## config.mk

```make
export PLATFORM = sky130hd
export DESIGN_NAME = usdb_top
export DESIGN_NICKNAME = d
export VERILOG_FILES = /design/src/core/usdb_pkg.sv /design/src/core/usdb_fifo_if.sv /design/src/core/usdb_top.sv /design/src/core/usdb_rx_fifo.sv
export SDC_FILE = /design/constraint.sdc
export NUM_CORES = 1
export LEC_CHECK = 0
export BUFFER_PORTS_ARGS = -buffer_cell sky130_fd_sc_hd__buf_2
export CORE_MARGIN = 3
export CORE_UTILIZATION = 62
export DETAILED_ROUTE_END_ITERATION = 8
export GPL_ROUTABILITY_DRIVEN = 1
export GPL_TIMING_DRIVEN = 0
export PLACE_DENSITY_LB_ADDON = 0.12
export SYNTH_ARGS = -nofsm -noshare
export SYNTH_HDL_FRONTEND = slang
export SYNTH_SLANG_ARGS = --single-unit
```

## constraint.sdc

```tcl
create_clock -name CLK_SYS -period 5.3 [get_ports CLK_SYS]
set_input_delay 0.53 -clock CLK_SYS [delete_from_list [all_inputs] [get_ports CLK_SYS]]
set_output_delay 0.53 -clock CLK_SYS [all_outputs]
set_load 0.02 [all_outputs]
```

## src/core/usdb_pkg.sv

```systemverilog
// shared constants and types for the serial data buffer path
package usdb_pkg;
  localparam int DATA_W = 8;
  localparam int ADDR_W = 4;
  localparam int DIV_W = 12;
  localparam int FIFO_DEPTH = 2;
  // register offsets
  localparam logic [3:0] OFS_DATA = 4'h0;
  localparam logic [3:0] OFS_CTRL = 4'h1;
  localparam logic [3:0] OFS_DIV = 4'h2;
  localparam logic [3:0] OFS_STAT = 4'h3;
  localparam logic [3:0] OFS_MASK = 4'h4;
  // control fields
  localparam int CTRL_TXEN = 0;
  localparam int CTRL_RXEN = 1;
  localparam int CTRL_DBL = 2;
  localparam int CTRL_SIZE_LO = 3;
  localparam logic [7:0] CTRL_RESET = 8'h18;
  // status / event bits
  localparam int EV_TXE = 0;
  localparam int EV_RXC = 1;
  localparam int EV_OVR = 2;
  localparam int EV_W = 3;
  localparam logic [2:0] MASK_RESET = 3'h0;
  // oversampling per bit
  localparam logic [4:0] OVS_NORMAL = 5'h10;
  localparam logic [4:0] OVS_DOUBLE = 5'h08;
  localparam logic [DIV_W-1:0] DIV_RESET = 12'h000;
  typedef enum logic [1:0] {
    TX_IDLE = 2'b00,
    TX_START = 2'b01,
    TX_DATA = 2'b10,
    TX_STOP = 2'b11
  } usdb_tx_state_t;
  typedef enum logic [1:0] {
    RX_IDLE = 2'b00,
    RX_START = 2'b01,
    RX_DATA = 2'b10,
    RX_STOP = 2'b11
  } usdb_rx_state_t;
endpackage

```

## src/core/usdb_fifo_if.sv

```systemverilog
// link between the core and the receive fifo
`timescale 1ns/1ps
`default_nettype none
interface usdb_fifo_if;
  logic push;
  logic pop;
  logic [7:0] wdata;
  logic [7:0] rdata;
  logic [1:0] count;
  modport core (output push, output pop, output wdata, input rdata, input count);
  modport store (input push, input pop, input wdata, output rdata, output count);
endinterface
`default_nettype wire

```

## src/core/usdb_top.sv

```systemverilog
// serial transceiver data buffer path: shared data port, tx path, rx fifo
//
// The strobed register port and the address map were decided locally.
`timescale 1ns/1ps
`default_nettype none
module usdb_top (
  // clock and reset
  input wire logic CLK_SYS,
  input wire logic RST,
  // register port
  input wire logic [usdb_pkg::ADDR_W-1:0] ADDR,
  input wire logic [usdb_pkg::DATA_W-1:0] WDATA,
  input wire logic WR,
  input wire logic RD,
  output logic [usdb_pkg::DATA_W-1:0] RDATA,
  // serial line
  input wire logic SERIAL_IN_PIN,
  output logic SERIAL_OUT_PIN,
  // interrupt
  output logic IRQ
);
  import usdb_pkg::*;
  usdb_fifo_if fif ();
  usdb_rx_fifo u_fifo (.clk(CLK_SYS), .rst(RST), .f(fif));

  ////////////////////////////////////////////////////////////////
  // registers and bus decode
  logic [7:0] ctrl, next_ctrl;
  logic [DIV_W-1:0] baud_divisor, next_div;
  logic [2:0] stat, next_stat, mask, next_mask;
  logic [7:0] rdata, next_rdata;
  logic [7:0] char_mask;
  logic tx_buffer_empty_flag, next_tbe;
  logic [7:0] transmit_holding_buffer, next_thb;
  logic wr_data, rd_data, load_shift, rx_done, ovr_event;
  logic [7:0] rx_char;

  // character length 5..8 from two size bits
  always_comb begin
    char_mask = 8'hFF >> (2'h3 - ctrl[CTRL_SIZE_LO +: 2]);
  end

  always_comb begin
    wr_data = WR && (ADDR == OFS_DATA);
    rd_data = RD && (ADDR == OFS_DATA);
    next_ctrl = ctrl;
    next_div = baud_divisor;
    next_mask = mask;
    if (WR) begin
      if (ADDR == OFS_CTRL) begin
        next_ctrl = WDATA;
      end else if (ADDR == OFS_DIV) begin
        next_div = {baud_divisor[11:8], WDATA};
      end else if (ADDR == OFS_DIV + 4'h5) begin
        next_div = {WDATA[3:0], baud_divisor[7:0]};
      end else if (ADDR == OFS_MASK) begin
        next_mask = WDATA[2:0];
      end
    end
    next_rdata = 8'h00;
    if (RD) begin
      if (ADDR == OFS_DATA) begin
        next_rdata = fif.rdata & char_mask;
      end else if (ADDR == OFS_CTRL) begin
        next_rdata = ctrl;
      end else if (ADDR == OFS_DIV) begin
        next_rdata = baud_divisor[7:0];
      end else if (ADDR == OFS_DIV + 4'h5) begin
        next_rdata = {4'h0, baud_divisor[11:8]};
      end else if (ADDR == OFS_STAT) begin
        next_rdata = {4'h0, tx_buffer_empty_flag, stat};
      end else if (ADDR == OFS_MASK) begin
        next_rdata = {5'h00, mask};
      end
    end
    // tx holding buffer
    next_tbe = tx_buffer_empty_flag;
    next_thb = transmit_holding_buffer;
    if (load_shift) begin
      next_tbe = 1'b1;
    end
    if (wr_data && tx_buffer_empty_flag) begin
      next_thb = WDATA & char_mask;
      next_tbe = 1'b0;
    end
    // sticky events, read of status clears, set wins
    next_stat = stat;
    if (RD && (ADDR == OFS_STAT)) begin
      next_stat = 3'h0;
    end
    if (load_shift) begin
      next_stat[EV_TXE] = 1'b1;
    end
    if (rx_done) begin
      next_stat[EV_RXC] = 1'b1;
    end
    if (ovr_event) begin
      next_stat[EV_OVR] = 1'b1;
    end
  end

  always_ff @(posedge CLK_SYS or posedge RST) begin
    if (RST) begin
      ctrl <= CTRL_RESET;
      baud_divisor <= DIV_RESET;
      mask <= MASK_RESET;
      stat <= 3'h0;
      rdata <= 8'h00;
      tx_buffer_empty_flag <= 1'b1;
      transmit_holding_buffer <= 8'h00;
    end else begin
      ctrl <= next_ctrl;
      baud_divisor <= next_div;
      mask <= next_mask;
      stat <= next_stat;
      rdata <= next_rdata;
      tx_buffer_empty_flag <= next_tbe;
      transmit_holding_buffer <= next_thb;
    end
  end

  assign RDATA = rdata;
  assign IRQ = |(stat & mask);

  ////////////////////////////////////////////////////////////////
  // baud tick: one tick per divisor+1 clocks, then 16 or 8 per bit
  logic [DIV_W-1:0] bcnt, next_bcnt;
  logic tick;
  logic [4:0] ovs;
  always_comb begin
    tick = (bcnt == DIV_RESET);
    // reload at once when the divisor drops below the running count
    next_bcnt = (tick || bcnt > baud_divisor) ? baud_divisor : bcnt - 12'h001;
    ovs = ctrl[CTRL_DBL] ? OVS_DOUBLE : OVS_NORMAL;
  end
  always_ff @(posedge CLK_SYS or posedge RST) begin
    if (RST) begin
      bcnt <= DIV_RESET;
    end else begin
      bcnt <= next_bcnt;
    end
  end

  ////////////////////////////////////////////////////////////////
  // transmitter
  usdb_tx_state_t tst, next_tst;
  logic [7:0] tsh, next_tsh;
  logic [4:0] tph, next_tph;
  logic [2:0] tbit, next_tbit;
  logic tout, next_tout;
  always_comb begin
    next_tst = tst;
    next_tsh = tsh;
    next_tph = tph;
    next_tbit = tbit;
    next_tout = tout;
    load_shift = 1'b0;
    if (tick && tst != TX_IDLE) begin
      next_tph = tph + 5'h01;
    end
    case (tst)
      TX_IDLE: begin
        next_tout = 1'b1;
        if (ctrl[CTRL_TXEN] && !tx_buffer_empty_flag) begin
          load_shift = 1'b1;
          next_tsh = transmit_holding_buffer;
          next_tst = TX_START;
          next_tph = 5'h00;
          next_tout = 1'b0;
        end
      end
      TX_START: begin
        if (tick && tph == ovs - 5'h01) begin
          next_tph = 5'h00;
          next_tout = tsh[0];
          next_tbit = 3'h0;
          next_tst = TX_DATA;
        end
      end
      TX_DATA: begin
        if (tick && tph == ovs - 5'h01) begin
          next_tph = 5'h00;
          next_tsh = {1'b0, tsh[7:1]};
          if (tbit == 3'h4 + {1'b0, ctrl[CTRL_SIZE_LO +: 2]}) begin
            next_tout = 1'b1;
            next_tst = TX_STOP;
          end else begin
            next_tbit = tbit + 3'h1;
            next_tout = tsh[1];
          end
        end
      end
      TX_STOP: begin
        if (tick && tph == ovs - 5'h01) begin
          next_tst = TX_IDLE;
        end
      end
      default: next_tst = TX_IDLE;
    endcase
  end
  always_ff @(posedge CLK_SYS or posedge RST) begin
    if (RST) begin
      tst <= TX_IDLE;
      tsh <= 8'h00;
      tph <= 5'h00;
      tbit <= 3'h0;
      tout <= 1'b1;
    end else begin
      tst <= next_tst;
      tsh <= next_tsh;
      tph <= next_tph;
      tbit <= next_tbit;
      tout <= next_tout;
    end
  end
  assign SERIAL_OUT_PIN = tout;

  ////////////////////////////////////////////////////////////////
  // receiver with waiting shift register and overrun
  logic sin_s1, sin_s2;
  always_ff @(posedge CLK_SYS or posedge RST) begin
    if (RST) begin
      sin_s1 <= 1'b1;
      sin_s2 <= 1'b1;
    end else begin
      sin_s1 <= SERIAL_IN_PIN;
      sin_s2 <= sin_s1;
    end
  end
  usdb_rx_state_t rst_q, next_rst_q;
  logic [7:0] rsh, next_rsh;
  logic [4:0] rph, next_rph;
  logic [2:0] rbit, next_rbit;
  logic wait_full, next_wait, drain;
  logic [7:0] wait_char, next_wchar;
  always_comb begin
    next_rst_q = rst_q;
    next_rsh = rsh;
    next_rph = rph;
    next_rbit = rbit;
    next_wait = wait_full;
    next_wchar = wait_char;
    rx_done = 1'b0;
    ovr_event = 1'b0;
    rx_char = 8'h00;
    if (tick && rst_q != RX_IDLE) begin
      next_rph = rph + 5'h01;
    end
    // waiting character drains when fifo has room
    drain = wait_full && (fif.count != 2'h2 || rd_data);
    if (drain) begin
      next_wait = 1'b0;
    end
    case (rst_q)
      RX_IDLE: begin
        if (ctrl[CTRL_RXEN] && !sin_s2) begin
          next_rst_q = RX_START;
          next_rph = 5'h00;
          ovr_event = wait_full && fif.count == 2'h2 && !rd_data;
        end
      end
      RX_START: begin
        if (tick && tph_half(rph, ovs)) begin
          next_rph = 5'h00;
          next_rbit = 3'h0;
          next_rst_q = sin_s2 ? RX_IDLE : RX_DATA;
        end
      end
      RX_DATA: begin
        if (tick && rph == ovs - 5'h01) begin
          next_rph = 5'h00;
          next_rsh = {sin_s2, rsh[7:1]};
          if (rbit == 3'h4 + {1'b0, ctrl[CTRL_SIZE_LO +: 2]}) begin
            next_rst_q = RX_STOP;
          end else begin
            next_rbit = rbit + 3'h1;
          end
        end
      end
      RX_STOP: begin
        if (tick && rph == ovs - 5'h01) begin
          next_rst_q = RX_IDLE;
          rx_done = 1'b1;
          rx_char = (rsh >> (2'h3 - ctrl[CTRL_SIZE_LO +: 2])) & char_mask;
          if (wait_full || (fif.count == 2'h2 && !rd_data)) begin
            next_wait = 1'b1;
            next_wchar = rx_char;
          end
        end
      end
      default: next_rst_q = RX_IDLE;
    endcase
  end
  function automatic logic tph_half(input logic [4:0] p, input logic [4:0] o);
    tph_half = (p == (o >> 1) - 5'h01);
  endfunction
  // fifo gets the waiting character first, else a fresh one
  always_comb begin
    fif.pop = rd_data;
    fif.push = drain || (rx_done && !next_wait);
    fif.wdata = wait_full ? wait_char : rx_char;
  end
  always_ff @(posedge CLK_SYS or posedge RST) begin
    if (RST) begin
      rst_q <= RX_IDLE;
      rsh <= 8'h00;
      rph <= 5'h00;
      rbit <= 3'h0;
      wait_full <= 1'b0;
      wait_char <= 8'h00;
    end else begin
      rst_q <= next_rst_q;
      rsh <= next_rsh;
      rph <= next_rph;
      rbit <= next_rbit;
      wait_full <= next_wait;
      wait_char <= next_wchar;
    end
  end

  ////////////////////////////////////////////////////////////////
  // checks
  a_drop_full: assert property (@(posedge CLK_SYS) disable iff (RST)
    (wr_data && !tx_buffer_empty_flag) |=> $stable(transmit_holding_buffer))
    else $error("write accepted while buffer full");
  a_accept_clr: assert property (@(posedge CLK_SYS) disable iff (RST)
    (wr_data && tx_buffer_empty_flag) |=> !tx_buffer_empty_flag)
    else $error("empty flag not cleared");
  a_tx_load: assert property (@(posedge CLK_SYS) disable iff (RST)
    (tst == TX_IDLE && ctrl[CTRL_TXEN] && !tx_buffer_empty_flag)
    |=> tx_buffer_empty_flag && tst == TX_START && !SERIAL_OUT_PIN)
    else $error("buffer not moved to shifter");
  a_read_pops: assert property (@(posedge CLK_SYS) disable iff (RST)
    (rd_data && fif.count == 2'h2 && !fif.push) |=> fif.count == 2'h1)
    else $error("read did not pop fifo");
  a_read_data: assert property (@(posedge CLK_SYS) disable iff (RST)
    rd_data |=> RDATA == ($past(fif.rdata) & $past(char_mask)))
    else $error("data read mismatch");
  a_fast_tick: assert property (@(posedge CLK_SYS) disable iff (RST)
    (baud_divisor == DIV_RESET && $past(baud_divisor) == DIV_RESET) |-> tick)
    else $error("zero divisor not fastest");
  a_ovs_sel: assert property (@(posedge CLK_SYS) disable iff (RST)
    ovs == (ctrl[CTRL_DBL] ? 5'h08 : 5'h10))
    else $error("oversample ratio wrong");
  a_overrun: assert property (@(posedge CLK_SYS) disable iff (RST)
    ovr_event |=> stat[EV_OVR])
    else $error("overrun not flagged");
  a_short_tx: assert property (@(posedge CLK_SYS) disable iff (RST)
    (wr_data && tx_buffer_empty_flag) |=> (transmit_holding_buffer & ~$past(char_mask)) == 8'h00)
    else $error("upper bits kept");
  c_tx_frame: cover property (@(posedge CLK_SYS) tst == TX_STOP ##1 tst == TX_IDLE);
  c_rx_done: cover property (@(posedge CLK_SYS) rx_done);
  c_overrun: cover property (@(posedge CLK_SYS) ovr_event);
  c_irq: cover property (@(posedge CLK_SYS) IRQ);
endmodule
`default_nettype wire

```

## src/core/usdb_rx_fifo.sv

```systemverilog
// two-level receive fifo with registered head output
`timescale 1ns/1ps
`default_nettype none
module usdb_rx_fifo (
  // clock and reset
  input wire logic clk,
  input wire logic rst,
  // fifo port
  usdb_fifo_if.store f
);
  import usdb_pkg::*;
  logic [7:0] mem [FIFO_DEPTH];
  logic [1:0] cnt;
  logic [7:0] head;
  logic [1:0] next_cnt;
  logic [7:0] next_m0, next_m1, next_head;
  logic do_push, do_pop;

  always_comb begin
    do_pop = f.pop && (cnt != 2'h0);
    do_push = f.push && ((cnt != 2'h2) || do_pop);
    next_m0 = mem[0];
    next_m1 = mem[1];
    next_cnt = cnt;
    if (do_pop) begin
      next_m0 = mem[1];
      next_cnt = cnt - 2'h1;
    end
    if (do_push) begin
      if (next_cnt == 2'h0) begin
        next_m0 = f.wdata;
      end else begin
        next_m1 = f.wdata;
      end
      next_cnt = next_cnt + 2'h1;
    end
    next_head = (next_cnt == 2'h0) ? 8'h00 : next_m0;
  end

  always_ff @(posedge clk or posedge rst) begin
    if (rst) begin
      mem[0] <= 8'h00;
      mem[1] <= 8'h00;
      cnt <= 2'h0;
      head <= 8'h00;
    end else begin
      mem[0] <= next_m0;
      mem[1] <= next_m1;
      cnt <= next_cnt;
      head <= next_head;
    end
  end

  assign f.rdata = head;
  assign f.count = cnt;

  a_fifo_bound: assert property (@(posedge clk) disable iff (rst)
    cnt <= 2'h2) else $error("fifo count above two");
endmodule
`default_nettype wire

```

==> Yosys cells after proc, flatten, opt, wreduce, memory -nomap -nowiden <==
Index checks and enable logic that the tools add are counted.
{ "op_classes": {"muxes": 73, "addsub": 11, "eq_ne": 30, "bitwise_logic": 8, "magnitude_cmp": 1, "shift": 2, "reduce_logical": 59, "div_mod_pow": 0, "multipliers": 0} }
{ "ops": {"columns": ["cell", "count"], "rows": [
  ["8-bit 2-to-1 mux", 14],
  ["5-bit 2-to-1 mux", 8],
  ["2-bit 2-to-1 mux", 13],
  ["2-bit != test (second input constant)", 13],
  ["8-bit bitwise AND", 3],
  ["3-bit 2-to-1 mux", 8],
  ["2-bit nonzero test", 10],
  ["1-bit 2-to-1 mux", 19],
  ["1-bit logical AND", 18],
  ["2-bit one-hot mux with 4 select lines", 2],
  ["8-bit one-hot mux with 2 select lines", 1],
  ["5-bit == test", 3],
  ["5-bit one-hot mux with 3 select lines", 1],
  ["5-bit AND reduction", 3],
  ["12-bit > comparator", 1],
  ["12-bit logical NOT", 1],
  ["12-bit 2-to-1 mux", 1],
  ["3-bit one-hot mux with 2 select lines", 2],
  ["3-bit AND reduction", 4],
  ["4-bit AND reduction", 3],
  ["12-bit by 1-bit subtractor with 12-bit output (second input constant)", 1],
  ["5-bit by 1-bit adder with 5-bit output (second input constant)", 2],
  ["2-bit == test (second input constant)", 5],
  ["5-bit one-hot mux with 2 select lines", 1],
  ["26 further kinds", 47]
]} }
{ "word_totals": {"register_bits": 129, "romBits": 0, "latch_bits": 0, "n_memories": 0, "elab_cells": 212, "in_bits": 17, "ram_bits": 0} }

==> Longest topological paths before layout <==
{ "depth": {"ltp_word": 15, "depth_mapped": 12} }

==> Cells and area by module <==
Synthesis repeated with hierarchy kept, for this count alone.
{ "unflattened": {"cells_unflattened": 656, "hier_area_um2": 6856.6} }
{ "modules_own_cells": {"columns": ["module", "cells_per_inst", "instances", "area_per_inst_um2"], "rows": [
  ["usdb_top", 562, 1, 5637.9],
  ["usdb_rx_fifo", 94, 1, 1218.7]
]} }

==> Worst setup path before layout <==
No wires, ideal clock.
{ "synth_path": {"path_type": "input-to-reg", "from": "input port ADDR[3] (netlist name)", "to": "register u_fifo.mem[0] (netlist name)", "stages": 12, "path_slack_ps": 2550, "arrival_time_ps": 2673, "n_path_buf": 3, "required_ps": 5223, "cell_sequence": "buf_2 -> or3b_4 -> or4_4 -> buf_6 -> mux2i_1 -> inv_1 -> ha_1 -> inv_1 -> o211a_1 -> buf_4 -> nor2_1 -> a21oi_1"} }
{ "synth_via": {"elab_chain_cells": 13, "elab_cells_between_ends": 21, "cone_classes": "5 x mux; 1 x bitwise; 15 x reduce/logical"} }
{ "synth_rtl": {"columns": ["item", "line_no", "source"], "rows": [
  ["start: declaration", "usdb_top.sv:11", "input wire logic [usdb_pkg::ADDR_W-1:0] ADDR,"],
  ["4-bit logical NOT (*)", "usdb_top.sv:45", "rd_data = RD && (ADDR == OFS_DATA);"],
  ["1-bit logical AND (*)", "usdb_top.sv:45", null],
  ["1-bit logical OR / 1-bit logical NOT (equally long branches)", "usdb_top.sv:250, usdb_top.sv:285", null],
  ["1-bit logical AND, on equally long branches", "usdb_top.sv:250, usdb_top.sv:285", null],
  ["1-bit 2-to-1 mux / 1-bit logical OR (equally long branches)", "usdb_top.sv:251, usdb_top.sv:285", null],
  ["1-bit 2-to-1 mux", "usdb_top.sv:285", "if (wait_full || (fif.count == 2'h2 && !rd_data)) begin"],
  ["1-bit 2-to-1 mux", "usdb_top.sv:281", "if (tick && rph == ovs - 5'h01) begin"],
  ["1-bit 2-to-1 mux", "usdb_top.sv:254", "case (rst_q)"],
  ["1-bit logical NOT", "usdb_top.sv:300", "fif.push = drain || (rx_done && !next_wait);"],
  ["1-bit logical AND", "usdb_top.sv:300", null],
  ["1-bit logical OR", "usdb_top.sv:300", null],
  ["1-bit logical AND", "usdb_rx_fifo.sv:21", "do_push = f.push && ((cnt != 2'h2) || do_pop);"],
  ["2-bit AND reduction (no source line) (*)", null, null],
  ["end: declaration", "usdb_rx_fifo.sv:12", "logic [7:0] mem [FIFO_DEPTH];"]
]} }
Mark *: on every way between the ends. The rest lies on a longest branch, timed or not.
A chain may end at the register's enable or synchronous reset.

==> Final worst setup path <==
{ "layout_path": {"from": "register bcnt[0]", "to": "register tsh[3]"} }
{ "layout_via": {"elab_chain_cells": 4} }
{ "layout_rtl": {"columns": ["item", "line_no", "source"], "rows": [
  ["start: declaration", "usdb_top.sv:127", "logic [DIV_W-1:0] bcnt, next_bcnt;"],
  ["start signal: assignment", "usdb_top.sv:140", "bcnt <= next_bcnt;"],
  ["12-bit logical NOT", "usdb_top.sv:131", "tick = (bcnt == DIV_RESET);"],
  ["1-bit logical AND", "usdb_top.sv:181", "if (tick && tph == ovs - 5'h01) begin"],
  ["2-bit != test (no source line)", null, null],
  ["3-bit AND reduction (no source line)", null, null],
  ["end signal: assignment", "usdb_top.sv:210", "tsh <= next_tsh;"],
  ["end: declaration", "usdb_top.sv:147", "logic [7:0] tsh, next_tsh;"]
]} }
Every way passes these cells.

==> flow_metrics.env <==
export IMPL_final_nets=696
export IMPL_drcViolationCount=0
export IMPL_worst_r2r_cell_count=9
export IMPL_tns_ps=0
export IMPL_period_share_pct=56.9
export IMPL_period_minus_slack_ps=3010
export IMPL_area_growth_pct=14.6
export IMPL_drv_cap=0
export IMPL_overflow=0
export IMPL_grt_pass1_wl_microns=24400
export IMPL_async_flop_share_pct=100
export IMPL_synth_seq_cells=129
export IMPL_finClkSkew_ps=7.13
export IMPL_cp_required_ps=5710
export IMPL_r2r_start="bcnt[0]"
export IMPL_setup_viol=0
export IMPL_post_dp_cell_area_sq_um=6960
export IMPL_rrSetupSlack_ps=2290
export IMPL_synth_top_area_cell="dfrtp_1"
export IMPL_yosysWarnings=0
export IMPL_path_clk_slew_ps=60
export IMPL_power_leakage_nw=3.53
export IMPL_worstMarginPinSlew_ps=1130
export IMPL_cts_path_max_buffers=2
export IMPL_cts_tree="done"
export IMPL_fmax_mhz=332
export IMPL_slew_headroom_pct=24.0
export IMPL_die_w_microns=109
export IMPL_crit_slowest_cell="or4_1"
export IMPL_core_area_sq_um=10400
export IMPL_cp_arrival_ps=3420
export IMPL_ir_drop_v=0.000295
export IMPL_yosysUniqueCellTypes=62
export IMPL_cp_num_buf_inv=2
export IMPL_yosys_area_top_type_share_pct=46.4
export IMPL_synth_edf_count=0
export IMPL_placed_cells=771
export IMPL_start_util_pct=63.9
export IMPL_drt_pass1_iter_count=5
export IMPL_hp_class="in2async"
export IMPL_avgSynthCellArea_sq_um=10.9
export IMPL_synth_fp_nets=651
export IMPL_die_h_microns=109
export IMPL_clock_sinks=129
export IMPL_synth_most_common_cell="dfrtp_1"
export IMPL_reg2reg_to="tsh[3]"
export IMPL_hpwl_microns=10400
export IMPL_final_cells=803
export IMPL_yosys_top_cells_count="123 x dfrtp_1, 55 x mux2_2, 46 x nand2_1, 46 x nor2_1, 38 x a21oi_1"
export IMPL_final_setup_worst_slack_ps=2290
export IMPL_post_cts_resized=0
export IMPL_worstSetupEndpointType="flop"
export IMPL_final_core_util_pct=73.3
export IMPL_clockRootBuffer="clkbuf_8"
export IMPL_path_max_fanout=8
export IMPL_drt_iter0_markers=351
export IMPL_vias=4731
export IMPL_startpoint="bcnt[0]"
export IMPL_drt_total_wl_microns=14600
export IMPL_status="finished clean"
export IMPL_ff_latch_area_sq_um=3240
export IMPL_drv_slew=0
export IMPL_critPathKind="reg2reg"
export IMPL_startpoint_type="flop"
export IMPL_worst_path_dominant_cell_family="simple AND/OR/NAND/NOR gates"
export IMPL_design_area_sq_um=7600
export IMPL_synth_seq_area_share_pct=48.8
export IMPL_grt_max_degree=71
export IMPL_synthCells=609
export IMPL_syn_cell_area_sq_um=6630
export IMPL_clk_latency_ps=530
export IMPL_antenna_found_initial=0
export IMPL_diodes=0
export IMPL_synthTopCellsByArea="dfrtp_1 46%, mux2_2 9.3%, mux2i_1 5.0%"
export IMPL_gp_congestion=0.897
export IMPL_design_die_area_sq_um=12000
export IMPL_hold_viol_final=0
export IMPL_synth_ff_type="dfrtp_1"
export IMPL_pin_count=27
export IMPL_slowest_delay_ps=550
export IMPL_cts_max_level=4
export IMPL_fillers=718
export IMPL_num_rows=37
export IMPL_numCtsBuffers=17
export IMPL_pre_cts_ws_ps=2150
export IMPL_grt_pass1_vias=4892
export IMPL_drive_above_1_share_pct=20.5
export IMPL_postCtsSetupRepairBufs=0
export IMPL_routedWlPerCell_microns=18.1
export IMPL_ant_nets=0
export IMPL_crit_chain="inv_1, ha_1, nor3b_2, nand3_1, or4_1, buf_2, mux2_2, nor2_8, mux2_1"
export IMPL_power_mw=3.58
export IMPL_holdWs_ps=59.8
export IMPL_io_buffers=25
export IMPL_grtUsageTotal_pct=26.8
export IMPL_vias_per_cell=5.89
export IMPL_hold_buffers=0
export IMPL_rsz0062_at_grt="false"
export IMPL_powerDensity_nw_per_um2=471
export IMPL_multi_input_area_sq_um=3190
layer usage:
metal / part of all wire (%) / wire length [microns] / GRT usage, %
met1: 43 / 6210 / 34.0
met2: 51 / 7390 / 44.6
met3: 3.4 / 490 / 4.76
met4: 3.2 / 468 / 12.6
met5: 0 / 0 / 0
flip-flops by register name, summed over array words and instances, names as in the netlist, 8 cells and up, named ones only:
name,flops
transmit_holding_buffer,8
wait_char,8
u_fifo.f.rdata,8
tsh,8
RDATA,8
u_fifo.mem,16
ctrl,8
baud_divisor,12
bcnt,12
rsh,8
report_power, final:
part           switching [mW]  total, mW  internal, mW
sequential              0.170       1.33          1.17
combinational           0.543      0.986         0.443
clock                   0.436       1.26         0.824
worst max-delay path by stage:
stage | endpoint | slack (ps) | depth (start not counted)
2_1_floorplan | RDATA[0] | 1340 | 1
3_3_place_gp | rsh[2] | 50 | 2
3_5_place_dp | wait_char[1] | 2150 | 6
4_1_cts | tsh[2] | 2280 | 9
5_1_grt | u_fifo.f.rdata[6] | 1990 | 8
6_report | tsh[3] | 2290 | 9
placed cells by master, fill, tap and decap left out, drive strengths merged, types with 25 or more instances in the layout:
master,n
nor2,47
o21ai,36
ha,25
clkbuf,35
nand2,46
a21oi,38
mux2,62
buf,33
dfrtp,123
mux2i,33
inv,26
worst reg2reg max path, stage by stage (launching register included):
cell and delay, ps:
dfrtp_1 390, inv_1 110, ha_1 200, nor3b_2 420, nand3_1 210, or4_1 550, buf_2 180, mux2_2 320
nor2_8 160, mux2_1 340
area by class of cell:
| class | count | share of cell area (%) |
|---|---|---|
| plain buffers | 23 | 1.37 |
| clock buffers | 19 | 5.68 |
| clock inverters | 13 | 2.77 |
| inverters | 26 | 1.35 |
| multi-input cells | 431 | 42.0 |
| flip-flops and latches | 129 | 42.6 |
| well taps | 136 | 2.24 |
| repair buffers | 26 | 2.01 |
cells by family (layout without fill, tap and decap cells):
family,Yosys count,count (layout),share of synthesized area [%]
AND/OR/NAND/NOR,165,165,13.1
flip-flops,129,129,48.8
AO/OA/AOI/OAI,122,122,11.6
multiplexers,95,95,15.5
buffers and inverters,49,107,3.04
adder cells (fa/ha/maj),25,25,4.72
XOR/XNOR,24,24,3.17
Note: power is estimated with default switching activity, not from simulation.
